[src/dma_pkg.sv]
// Shared constants and types for the ISA DMA controller
package dma_pkg;
    // ****************************************
    // Register map
    // ****************************************
    localparam logic [7:0] TIMING_BUF_CTRL_OFS = 8'h65;
    localparam logic [7:0] TIMING_BUF_CTRL_RST = 8'h00;
    localparam int BUF_EN_BIT = 7;
    localparam int FAST_CH_LSB = 0;
    localparam int NUM_CH = 8;
    localparam int CASCADE_CH = 4;
    localparam int BUF_BYTES = 16;

    // ****************************************
    // Timing in SYSCLKs, request latency and clock period in ns
    // ****************************************
    localparam int COMPAT_CYCLE = 8;
    localparam int FAST_CYCLE = 3;
    localparam int VERIFY_FIRST = 9;
    localparam int VERIFY_MORE = 8;
    localparam int DREQ_DELAY = 8;
    localparam int DREQ_LATENCY_NS = 1000;
    localparam int SYSCLK_NS = 8;
    localparam int DREQ_LATENCY_CYC = (DREQ_LATENCY_NS + SYSCLK_NS - 1) / SYSCLK_NS;

    localparam logic [15:0] COUNT_WRAP = 16'hFFFF;
    localparam logic [7:0] ADDR_16M_PAGE_LIMIT = 8'hFF;
    localparam logic [3:0] LOW_MEM_NIBBLE = 4'h0;

    typedef enum logic [1:0] {MODE_DEMAND, MODE_SINGLE, MODE_BLOCK, MODE_CASCADE} xfer_mode_t;
    typedef enum logic [1:0] {TYPE_VERIFY, TYPE_WRITE, TYPE_READ, TYPE_ILLEGAL} xfer_type_t;
endpackage

[src/dma_buffer_mem.sv]
// Post-write and prefetch byte buffer with registered read data
`timescale 1ns/1ps
module dma_buffer_mem #(
    parameter int WIDTH = 8,
    parameter int DEPTH = 16
) (
    input wire logic core_clk_i, // Clock
    input wire logic wr_en_i, // Write strobe
    input wire logic [$clog2(DEPTH)-1:0] wr_addr_i, // Write index
    input wire logic [WIDTH-1:0] wr_data_i, // Write data
    input wire logic [$clog2(DEPTH)-1:0] rd_addr_i, // Read index
    output logic [WIDTH-1:0] rd_data_o // Registered read data
);
    logic [WIDTH-1:0] mem_reg [DEPTH];

    initial
    begin
        if (DEPTH < 2 || WIDTH < 1)
        begin
            $error("dma_buffer_mem: bad geometry");
        end
    end

    always_ff @(posedge core_clk_i)
    begin
        if (wr_en_i)
        begin
            mem_reg[wr_addr_i] <= wr_data_i;
        end
        rd_data_o <= mem_reg[rd_addr_i];
    end
endmodule

[src/isa_dma_controller.sv]
// Seven-channel cascaded ISA DMA controller core
`timescale 1ns/1ps
module isa_dma_controller #(
    parameter int BUF_DEPTH = dma_pkg::BUF_BYTES
) (
    input wire logic core_clk_i, // SYSCLK-rate clock
    input wire logic nrst_i, // Async reset, active low
    input wire logic [7:0] dreq_i, // Hardware requests from pins
    output logic [7:0] dma_grant_ack_n_o, // Acknowledges, active low
    input wire logic cfg_wr_i, // Register write strobe
    input wire logic [7:0] cfg_addr_i, // Register index
    input wire logic [7:0] cfg_wdata_i, // Register write data
    output logic [7:0] cfg_rdata_o, // Register read data
    input wire logic ch_prog_i, // Program channel strobe
    input wire logic [2:0] ch_sel_i, // Channel being programmed
    input wire logic [15:0] ch_addr_i, // Base address
    input wire logic [7:0] ch_page_i, // Base page
    input wire logic [15:0] ch_count_i, // Base count
    input wire logic [1:0] ch_mode_i, // Transfer mode
    input wire logic [1:0] ch_type_i, // Transfer type
    input wire logic ch_dec_i, // Address decrements
    input wire logic ch_auto_i, // Autoinitialise
    input wire logic [7:0] sw_req_wr_i, // Software request set, one-cycle
    input wire logic [7:0] mask_i, // Channel masks
    input wire logic isa_mem_i, // Target memory is ISA resident
    input wire logic isa_busy_i, // ISA cycle pending
    input wire logic pci_hold_ack_i, // North bridge grant
    input wire logic pci_done_i, // PCI data movement finished
    input wire logic pci_isa_cycle_i, // PCI cycle aimed at ISA
    input wire logic [7:0] io_data_i, // Peripheral data for writes
    output logic pci_hold_request_n_o, // PCI hold, active low
    output logic pci_retry_o, // Retry answer to PCI
    output logic [23:0] mem_addr_o, // DMA memory address
    output logic addr_oe_o, // Address and byte-high driven
    output logic byte_high_enable_n_o, // Byte-high enable
    output logic strobe_oe_o, // Command strobes driven
    output logic isa_mem_read_n_o, // Memory read
    output logic isa_mem_write_n_o, // Memory write
    output logic low_mem_read_n_o, // Low memory read
    output logic low_mem_write_n_o, // Low memory write
    output logic isa_io_read_n_o, // I/O read
    output logic isa_io_write_n_o, // I/O write
    output logic aen_o, // Address enable
    output logic bale_o, // Address latch enable
    output logic terminal_count_o, // Terminal count pulse
    output logic [7:0] buf_rdata_o // Buffer read data
);
    localparam int PW = $clog2(BUF_DEPTH);

    initial
    begin
        if (BUF_DEPTH != dma_pkg::BUF_BYTES)
        begin
            $error("isa_dma_controller: buffer depth must be 16");
        end
    end

    // ****************************************
    // Reset and pin synchronisers
    // ****************************************
    logic rst_meta_reg, rst_n_reg;
    logic [7:0] dreq_meta_reg, dreq_sync_reg;
    always_ff @(posedge core_clk_i or negedge nrst_i)
    begin
        if (!nrst_i)
        begin
            rst_meta_reg <= 1'b0;
            rst_n_reg <= 1'b0;
        end
        else
        begin
            rst_meta_reg <= 1'b1;
            rst_n_reg <= rst_meta_reg;
        end
    end
    always_ff @(posedge core_clk_i or negedge rst_n_reg)
    begin
        if (!rst_n_reg)
        begin
            dreq_meta_reg <= 8'h00;
            dreq_sync_reg <= 8'h00;
        end
        else
        begin
            dreq_meta_reg <= dreq_i;
            dreq_sync_reg <= dreq_meta_reg;
        end
    end

    // ****************************************
    // Timing and buffer control register
    // ****************************************
    logic [7:0] ctrl_reg;
    always_ff @(posedge core_clk_i or negedge rst_n_reg)
    begin
        if (!rst_n_reg)
        begin
            ctrl_reg <= dma_pkg::TIMING_BUF_CTRL_RST;
        end
        else if (cfg_wr_i && cfg_addr_i == dma_pkg::TIMING_BUF_CTRL_OFS)
        begin
            ctrl_reg <= cfg_wdata_i;
        end
    end
    wire logic buf_en = ctrl_reg[dma_pkg::BUF_EN_BIT];
    wire logic fast_dma_select = ctrl_reg[dma_pkg::FAST_CH_LSB];

    // ****************************************
    // Channel state and request delay
    // ****************************************
    logic [15:0] cur_addr_reg [8], base_addr_reg [8], cur_cnt_reg [8], base_cnt_reg [8];
    logic [7:0] cur_page_reg [8], base_page_reg [8];
    dma_pkg::xfer_mode_t mode_reg [8];
    dma_pkg::xfer_type_t type_reg [8];
    logic [7:0] dec_reg, auto_reg, sw_req_reg;
    logic [dma_pkg::DREQ_DELAY-1:0] dly_reg [8];
    logic [7:0] eff_req;
    logic [2:0] act_ch_reg;
    logic step_pulse, tc_hit;

    typedef enum logic [1:0] {ST_IDLE, ST_HOLD, ST_XFER, ST_MASTER} state_t;
    state_t state_reg;

    assign tc_hit = (cur_cnt_reg[act_ch_reg] == 16'h0000);

    genvar g;
    generate
        for (g = 0; g < dma_pkg::NUM_CH; g++)
        begin : g_ch
            always_ff @(posedge core_clk_i or negedge rst_n_reg)
            begin
                if (!rst_n_reg)
                begin
                    dly_reg[g] <= '0;
                end
                else
                begin
                    dly_reg[g] <= {dly_reg[g][dma_pkg::DREQ_DELAY-2:0], dreq_sync_reg[g]};
                end
            end
            // Software and fast timing see the request at once
            assign eff_req[g] = !mask_i[g] && (sw_req_reg[g] ||
                (fast_dma_select ? dreq_sync_reg[g] : (dreq_sync_reg[g] && dly_reg[g][dma_pkg::DREQ_DELAY-1])));
            always_ff @(posedge core_clk_i or negedge rst_n_reg)
            begin
                if (!rst_n_reg)
                begin
                    mode_reg[g] <= (g == dma_pkg::CASCADE_CH) ? dma_pkg::MODE_CASCADE : dma_pkg::MODE_SINGLE;
                    type_reg[g] <= dma_pkg::TYPE_VERIFY;
                    dec_reg[g] <= 1'b0;
                    auto_reg[g] <= 1'b0;
                    sw_req_reg[g] <= 1'b0;
                    cur_addr_reg[g] <= 16'h0000;
                    base_addr_reg[g] <= 16'h0000;
                    cur_cnt_reg[g] <= 16'h0000;
                    base_cnt_reg[g] <= 16'h0000;
                    cur_page_reg[g] <= 8'h00;
                    base_page_reg[g] <= 8'h00;
                end
                else if (ch_prog_i && ch_sel_i == 3'(g))
                begin
                    mode_reg[g] <= dma_pkg::xfer_mode_t'(ch_mode_i);
                    type_reg[g] <= (ch_type_i == 2'h3) ? dma_pkg::TYPE_VERIFY : dma_pkg::xfer_type_t'(ch_type_i);
                    dec_reg[g] <= ch_dec_i;
                    auto_reg[g] <= ch_auto_i;
                    cur_addr_reg[g] <= ch_addr_i;
                    base_addr_reg[g] <= ch_addr_i;
                    cur_cnt_reg[g] <= ch_count_i;
                    base_cnt_reg[g] <= ch_count_i;
                    cur_page_reg[g] <= ch_page_i;
                    base_page_reg[g] <= ch_page_i;
                end
                else
                begin
                    // Set wins over the end-of-service clear
                    if (sw_req_wr_i[g])
                    begin
                        sw_req_reg[g] <= 1'b1;
                    end
                    else if (step_pulse && act_ch_reg == 3'(g) && tc_hit)
                    begin
                        sw_req_reg[g] <= 1'b0;
                    end
                    if (step_pulse && act_ch_reg == 3'(g))
                    begin
                        if (tc_hit && auto_reg[g])
                        begin
                            cur_addr_reg[g] <= base_addr_reg[g];
                            cur_cnt_reg[g] <= base_cnt_reg[g];
                            cur_page_reg[g] <= base_page_reg[g];
                        end
                        else
                        begin
                            // Page never changes; address wraps inside 64K
                            cur_cnt_reg[g] <= cur_cnt_reg[g] - 16'h0001;
                            cur_addr_reg[g] <= dec_reg[g] ? cur_addr_reg[g] - 16'h0001 : cur_addr_reg[g] + 16'h0001;
                        end
                    end
                end
            end
        end
    endgenerate

    // ****************************************
    // Arbiter, fixed priority
    // ****************************************
    logic [2:0] win_ch;
    logic win_any;
    always_comb
    begin
        win_ch = 3'h0;
        win_any = 1'b0;
        for (int i = dma_pkg::NUM_CH - 1; i >= 0; i--)
        begin
            if (eff_req[i] && (i != dma_pkg::CASCADE_CH))
            begin
                win_ch = 3'(i);
                win_any = 1'b1;
            end
        end
    end

    // ****************************************
    // Service sequencer
    // ****************************************
    logic [3:0] cyc_cnt_reg;
    logic first_reg, tc_reg, retry_reg;
    logic [PW:0] fill_reg;
    dma_pkg::xfer_mode_t cm;
    dma_pkg::xfer_type_t ct;
    logic [3:0] cyc_len;
    logic need_pci;
    assign cm = mode_reg[act_ch_reg];
    assign ct = type_reg[act_ch_reg];
    // Verify first beat spans nine clocks, repeats eight
    assign cyc_len = (ct == dma_pkg::TYPE_VERIFY) ? (first_reg ? 4'(dma_pkg::VERIFY_FIRST) : 4'(dma_pkg::VERIFY_MORE))
                   : (fast_dma_select ? 4'(dma_pkg::FAST_CYCLE) : 4'(dma_pkg::COMPAT_CYCLE));
    assign step_pulse = (state_reg == ST_XFER) && (cyc_cnt_reg == cyc_len - 4'h1);
    // Buffered PCI movement: read prefetch at start or empty, write on full
    assign need_pci = !isa_mem_i && (ct != dma_pkg::TYPE_VERIFY) &&
        (!buf_en || (ct == dma_pkg::TYPE_READ ? fill_reg == '0 : fill_reg == (PW+1)'(BUF_DEPTH)));

    always_ff @(posedge core_clk_i or negedge rst_n_reg)
    begin
        if (!rst_n_reg)
        begin
            state_reg <= ST_IDLE;
            act_ch_reg <= 3'h0;
            cyc_cnt_reg <= 4'h0;
            first_reg <= 1'b1;
            tc_reg <= 1'b0;
            fill_reg <= '0;
        end
        else
        begin
            tc_reg <= step_pulse && tc_hit;
            unique case (state_reg)
                ST_IDLE:
                begin
                    first_reg <= 1'b1;
                    cyc_cnt_reg <= 4'h0;
                    if (win_any && !(buf_en && isa_busy_i))
                    begin
                        act_ch_reg <= win_ch;
                        if (mode_reg[win_ch] == dma_pkg::MODE_CASCADE)
                        begin
                            state_reg <= ST_MASTER;
                        end
                        else if (mode_reg[win_ch] == dma_pkg::MODE_BLOCK && fast_dma_select)
                        begin
                            state_reg <= ST_IDLE;
                        end
                        else
                        begin
                            state_reg <= buf_en ? ST_XFER : ST_HOLD;
                        end
                    end
                end
                ST_HOLD:
                begin
                    if (pci_hold_ack_i || isa_mem_i || ct == dma_pkg::TYPE_VERIFY)
                    begin
                        state_reg <= ST_XFER;
                    end
                end
                ST_XFER:
                begin
                    if (buf_en && need_pci && !pci_done_i)
                    begin
                        cyc_cnt_reg <= cyc_cnt_reg; // Stall until PCI side moves data
                    end
                    else if (buf_en && need_pci)
                    begin
                        fill_reg <= (ct == dma_pkg::TYPE_READ) ? (PW+1)'(BUF_DEPTH) : '0;
                    end
                    else if (step_pulse)
                    begin
                        cyc_cnt_reg <= 4'h0;
                        first_reg <= 1'b0;
                        if (buf_en)
                        begin
                            fill_reg <= (ct == dma_pkg::TYPE_READ) ? fill_reg - 1'b1 : fill_reg + 1'b1;
                        end
                        // Single ends per beat; demand ends on request drop
                        if (tc_hit || cm == dma_pkg::MODE_SINGLE ||
                            (cm == dma_pkg::MODE_DEMAND && !dreq_sync_reg[act_ch_reg] && !sw_req_reg[act_ch_reg]))
                        begin
                            state_reg <= ST_IDLE;
                            fill_reg <= '0; // Fill count cleared at end; posted writes and prefetched reads are both discarded
                        end
                    end
                    else
                    begin
                        cyc_cnt_reg <= cyc_cnt_reg + 4'h1;
                    end
                end
                ST_MASTER:
                begin
                    if (!dreq_sync_reg[act_ch_reg])
                    begin
                        state_reg <= ST_IDLE;
                    end
                end
            endcase
        end
    end

    always_ff @(posedge core_clk_i or negedge rst_n_reg)
    begin
        if (!rst_n_reg)
        begin
            retry_reg <= 1'b0;
        end
        else
        begin
            retry_reg <= buf_en && (state_reg != ST_IDLE) && pci_isa_cycle_i;
        end
    end

    // ****************************************
    // Buffer storage
    // ****************************************
    dma_buffer_mem #(.WIDTH(8), .DEPTH(BUF_DEPTH)) u_buf (
        .core_clk_i(core_clk_i),
        .wr_en_i(step_pulse && buf_en && ct == dma_pkg::TYPE_WRITE),
        .wr_addr_i(fill_reg[PW-1:0]),
        .wr_data_i(io_data_i),
        .rd_addr_i(fill_reg[PW-1:0]),
        .rd_data_o(buf_rdata_o)
    );

    // ****************************************
    // Pin drive
    // ****************************************
    logic xfer, mem_ok, low_ok, act_strb;
    assign xfer = (state_reg == ST_XFER);
    assign mem_addr_o = {cur_page_reg[act_ch_reg], cur_addr_reg[act_ch_reg]};
    // Without an upper address line the 24-bit space stays below 16M
    assign mem_ok = mem_addr_o[23:16] <= dma_pkg::ADDR_16M_PAGE_LIMIT;
    assign low_ok = mem_addr_o[23:20] == dma_pkg::LOW_MEM_NIBBLE;
    assign act_strb = xfer && (ct != dma_pkg::TYPE_VERIFY);
    assign addr_oe_o = xfer;
    assign strobe_oe_o = xfer;
    assign byte_high_enable_n_o = !(xfer && act_ch_reg > 3'(dma_pkg::CASCADE_CH));
    assign isa_mem_write_n_o = !(act_strb && ct == dma_pkg::TYPE_WRITE && mem_ok);
    assign isa_mem_read_n_o = !(act_strb && ct == dma_pkg::TYPE_READ && mem_ok);
    assign low_mem_write_n_o = !(act_strb && ct == dma_pkg::TYPE_WRITE && low_ok);
    assign low_mem_read_n_o = !(act_strb && ct == dma_pkg::TYPE_READ && low_ok);
    assign isa_io_read_n_o = !(act_strb && ct == dma_pkg::TYPE_WRITE);
    assign isa_io_write_n_o = !(act_strb && ct == dma_pkg::TYPE_READ);
    assign aen_o = xfer;
    assign bale_o = xfer || (state_reg == ST_MASTER);
    assign terminal_count_o = tc_reg;
    assign pci_retry_o = retry_reg;
    assign pci_hold_request_n_o = !((state_reg == ST_HOLD) || (xfer && buf_en && need_pci));
    assign cfg_rdata_o = (cfg_addr_i == dma_pkg::TIMING_BUF_CTRL_OFS) ? ctrl_reg : 8'h00;

    always_comb
    begin
        dma_grant_ack_n_o = 8'hFF;
        if (xfer || state_reg == ST_MASTER)
        begin
            dma_grant_ack_n_o[act_ch_reg] = 1'b0;
        end
    end
endmodule

[config.mk]
export PLATFORM = sky130hd
export DESIGN_NAME = isa_dma_controller
export DESIGN_NICKNAME = d
export VERILOG_FILES = /design/src/dma_pkg.sv /design/src/dma_buffer_mem.sv /design/src/isa_dma_controller.sv
export SDC_FILE = /design/constraint.sdc
export NUM_CORES = 2
export LEC_CHECK = 0
export ABC_AREA = 1
export BUFFER_PORTS_ARGS = -buffer_cell sky130_fd_sc_hd__buf_4
export CAP_MARGIN = 20
export CORE_MARGIN = 3
export CORE_UTILIZATION = 58
export DETAILED_ROUTE_END_ITERATION = 10
export GPL_ROUTABILITY_DRIVEN = 0
export GPL_TIMING_DRIVEN = 1
export MAX_ROUTING_LAYER = met4
export PLACE_DENSITY = 0.75
export SLEW_MARGIN = 10
export SYNTH_ARGS = -nofsm -noshare
export SYNTH_HDL_FRONTEND = slang
export SYNTH_SLANG_ARGS = --single-unit
[constraint.sdc]
create_clock -name core_clk_i -period 29.2 [get_ports core_clk_i]
set_input_delay 1.46 -clock core_clk_i [delete_from_list [all_inputs] [get_ports core_clk_i]]
set_output_delay 1.46 -clock core_clk_i [all_outputs]
set_load 0.005 [all_outputs]
==> flow_metrics.py <==
metrics = {
    "run": {
        "cap_violations": 0,
    },
    "sta": {
        "fmax_mhz": 156.7,
        "post-route-period-util_pct": 21.85,
        "finalSetupTns_ps": 0,
        "max_slew_margin_pct": 26.36,
        "slew_violations": 0,
        "tightest_slew_ps": 1101,
        "fin_worst_skew_ps": 35.44,
        "period_needed_ps": 6380,
        "layout_setup_ws_ps": 22820,
        "setup_viol": 0,
        "rsz0062_at_grt": "false",
        "hold_violations": 0,
    },
    "cts": {
        "cts.path.max_buffers": 3,
        "ctsResizeCount": 0,
        "cts.sinks": 931,
        "clkTransAtPathRegs_ps": 60,
        "post_cts_buffers": 0,
        "cts_tree": "done",
        "htreeDepth": 3,
        "cts_root_buf": "clkbuf_16",
        "holdBufCountCts": 0,
        "numCtsBuffers": 98,
        "clock_latency_ps": 700,
    },
    "final_layout": {
        "layoutNonFillerInstCount": 7153,
        "regArea_um2": 23920,
        "drive_gt1_share_pct": 7.585,
        "multi_input_area_um2": 21160,
        "nets": 6234,
        "synthToLayoutAreaGrowth_pct": 10.73,
        "num-fill-cells": 6903,
    },
    "synthesis": {
        "synth.most_common_cell": "nand2_1",
        "synth_cell_types": 55,
        "syn-num-nets": 6199,
        "ys_top_cells_by_area": "dfrtp_1, nand2_1, edfxtp_1, o21ai_0, inv_1",
        "ys_seq_elements": 931,
        "synth_top_area_share_pct": 40.70,
        "yosys-top-cells-count": "nand2_1, dfrtp_1, inv_1",
        "synthFlopType": "dfrtp_1",
        "synthesis.instances": 5960,
        "synth-edff-count": 128,
        "synth_area_leader_cell": "dfrtp_1",
        "ys_warn_count": 0,
        "avgSynthCellArea_um2": 8.098,
        "yosysSeqAreaShare_pct": 49.54,
        "async_reset_ff_share_pct": 85.39,
        "syn-cell-area_um2": 48270,
    },
    "floorplanning": {
        "rows": 105,
        "core-area_um2": 82240,
        "die_w_um": 294.5,
        "start_util_pct": 58.69,
        "die_y_um": 294.5,
        "dieArea_um2": 86720,
        "boundaryPins": 168,
    },
    "detailed_routing": {
        "first_pass_iters": 6,
        "viasPerCell": 5.792,
        "wl_mm": 140.5,
        "dr_total_vias": 41429,
        "wl_per_cell_um": 19.65,
        "ant_nets": 0,
        "drc_errors": 0,
        "drt_iter0_drc": 3760,
    },
    "grt": {
        "grt_first_pass_wirelength_mm": 218.7,
        "grt_antenna_before_repair": 6,
        "track_usage_pct": 33.31,
        "grt_max_degree": 188,
        "grt_pass1_vias": 39465,
        "overflow": 0,
    },
    "placement": {
        "dp_hpwl_mm": 91.88,
        "pre_cts_slack_ps": 23640,
        "dpl.cell_count": 6962,
        "port_buffers": 166,
    },
    "power": {
        "power_leakage_nw": 26.08,
        "powerDensity_nw_per_um2": 99.83,
        "p_total_mw": 5.335,
        "vdd.ir_drop.worst_mv": 0.06684,
    },
    "critical_path": {
        "arrival_ps": 4920,
        "end_kind": "output pin",
        "critPathMaxFanout": 32,
        "cp-start-kind": "flip-flop",
        "cp.required_ps": 27740,
        "path_class": "flip-flop to output pin",
    },
    "run_status": {
        "status": "finished clean",
    },
    "hold_path": {
        "hp-class": "flip-flop to flip-flop",
    },
}
[cell usage in the layout, fill, tap and decap left out, types with 9 or more instances in the layout]
cell,netlist,final
inv_1,506,503
o21ai_0,485,485
a32oi_1,9,9
inv_2,13,19
a21o_1,21,21
clkbuf_8,0,13
a22oi_1,93,93
o211ai_1,28,28
a31oi_1,22,22
xor2_1,133,133
clkbuf_16,0,99
edfxtp_1,128,128
o22ai_1,11,11
a21oi_1,249,249
xnor2_1,63,63
dfrtp_1,785,782
ha_1,124,124
nand2_2,24,24
fa_1,9,9
dfstp_2,10,10
o21ai_1,89,89
o21a_1,71,71
a221oi_1,13,13
nand3b_1,15,15
clkinv_2,0,25
clkinv_1,5,11
nor4_1,9,9
o31ai_1,13,13
nor2_1,272,262
nor2_4,0,9
nand2_1,1956,1956
buf_4,26,213
clkbuf_1,139,14
nand3_1,372,372
nor3_1,48,48
nand4_1,29,29
[cell families (layout without fill, tap and decap cells)]
logic type | Yosys count | in the layout | share of synthesized area, %
simple gates | 2750 | 2750 | 23.08
buf+inv | 811 | 929 | 6.768
other cells | 1 | 6 | 0.007769
xor+xnor | 196 | 196 | 3.557
flops | 931 | 931 | 49.54
compound gates | 1138 | 1138 | 13.46
fa+ha+maj | 133 | 133 | 3.588
[metal layers]
layer  wire (µm)  GRT usage, %
met5           0             -
met4        7705         15.91
met3       12040         5.403
met2       63520         51.57
met1       57260         43.13
[layout make-up]
| class | instances | area share [%] |
|---|---|---|
| antenna | 5 | 0.02341 |
| clock buffer | 126 | 5.068 |
| clock inverter | 57 | 1.161 |
| inverter | 527 | 3.720 |
| multi-input combinational | 4218 | 39.59 |
| sequential | 931 | 44.75 |
| tap | 1070 | 2.505 |
| timing repair buffer | 219 | 3.182 |
[power by group]
part | switching [mW] | leakage (nW) | internal [mW]
Combinational | 1.34 | 13.4 | 0.824
Sequential | 0.266 | 11.1 | 1.63
Clock | 0.547 | 1.63 | 0.732
[metrics by stage]
stage          util, %  hold WS, ps  cell area [µm²]
6_report         64.99        343.5            53450
5_1_grt          64.98        351.7            53440
2_1_floorplan        -        331.2            48270
3_3_place_gp     60.87        331.1            50060
4_1_cts          64.92        347.8            53390
3_5_place_dp     60.87        334.7            50060
[worst max-delay path: stages, from the launching register on]
cell      delay [ps]
dfrtp_1          890
clkinv_1         800
nand2_2          480
inv_2            360
buf_4            400
nand2_1          140
nand3_1           90
a211oi_1         540
a31oi_1          240
buf_4            240
[final timing paths]
path | slack (ps) | endpoint | cells after the start | from
setup / recovery | 22820 | mem_addr_o[15] | 9 | act_ch_reg[1]
hold / removal | 340 | dly_reg[41] | 0 | dly_reg[40]
setup reg to reg | 23520 | cur_page_reg[36] | 14 | act_ch_reg[1]
hold reg to reg | 340 | dly_reg[41] | 0 | dly_reg[40]
max in group asynchronous | 25560 | base_addr_reg[24] | 3 | rst_n_reg
min in group asynchronous | 460 | dreq_meta_reg[1] | 0 | rst_n_reg
No activity file was read; power rests on OpenSTA's default activity.
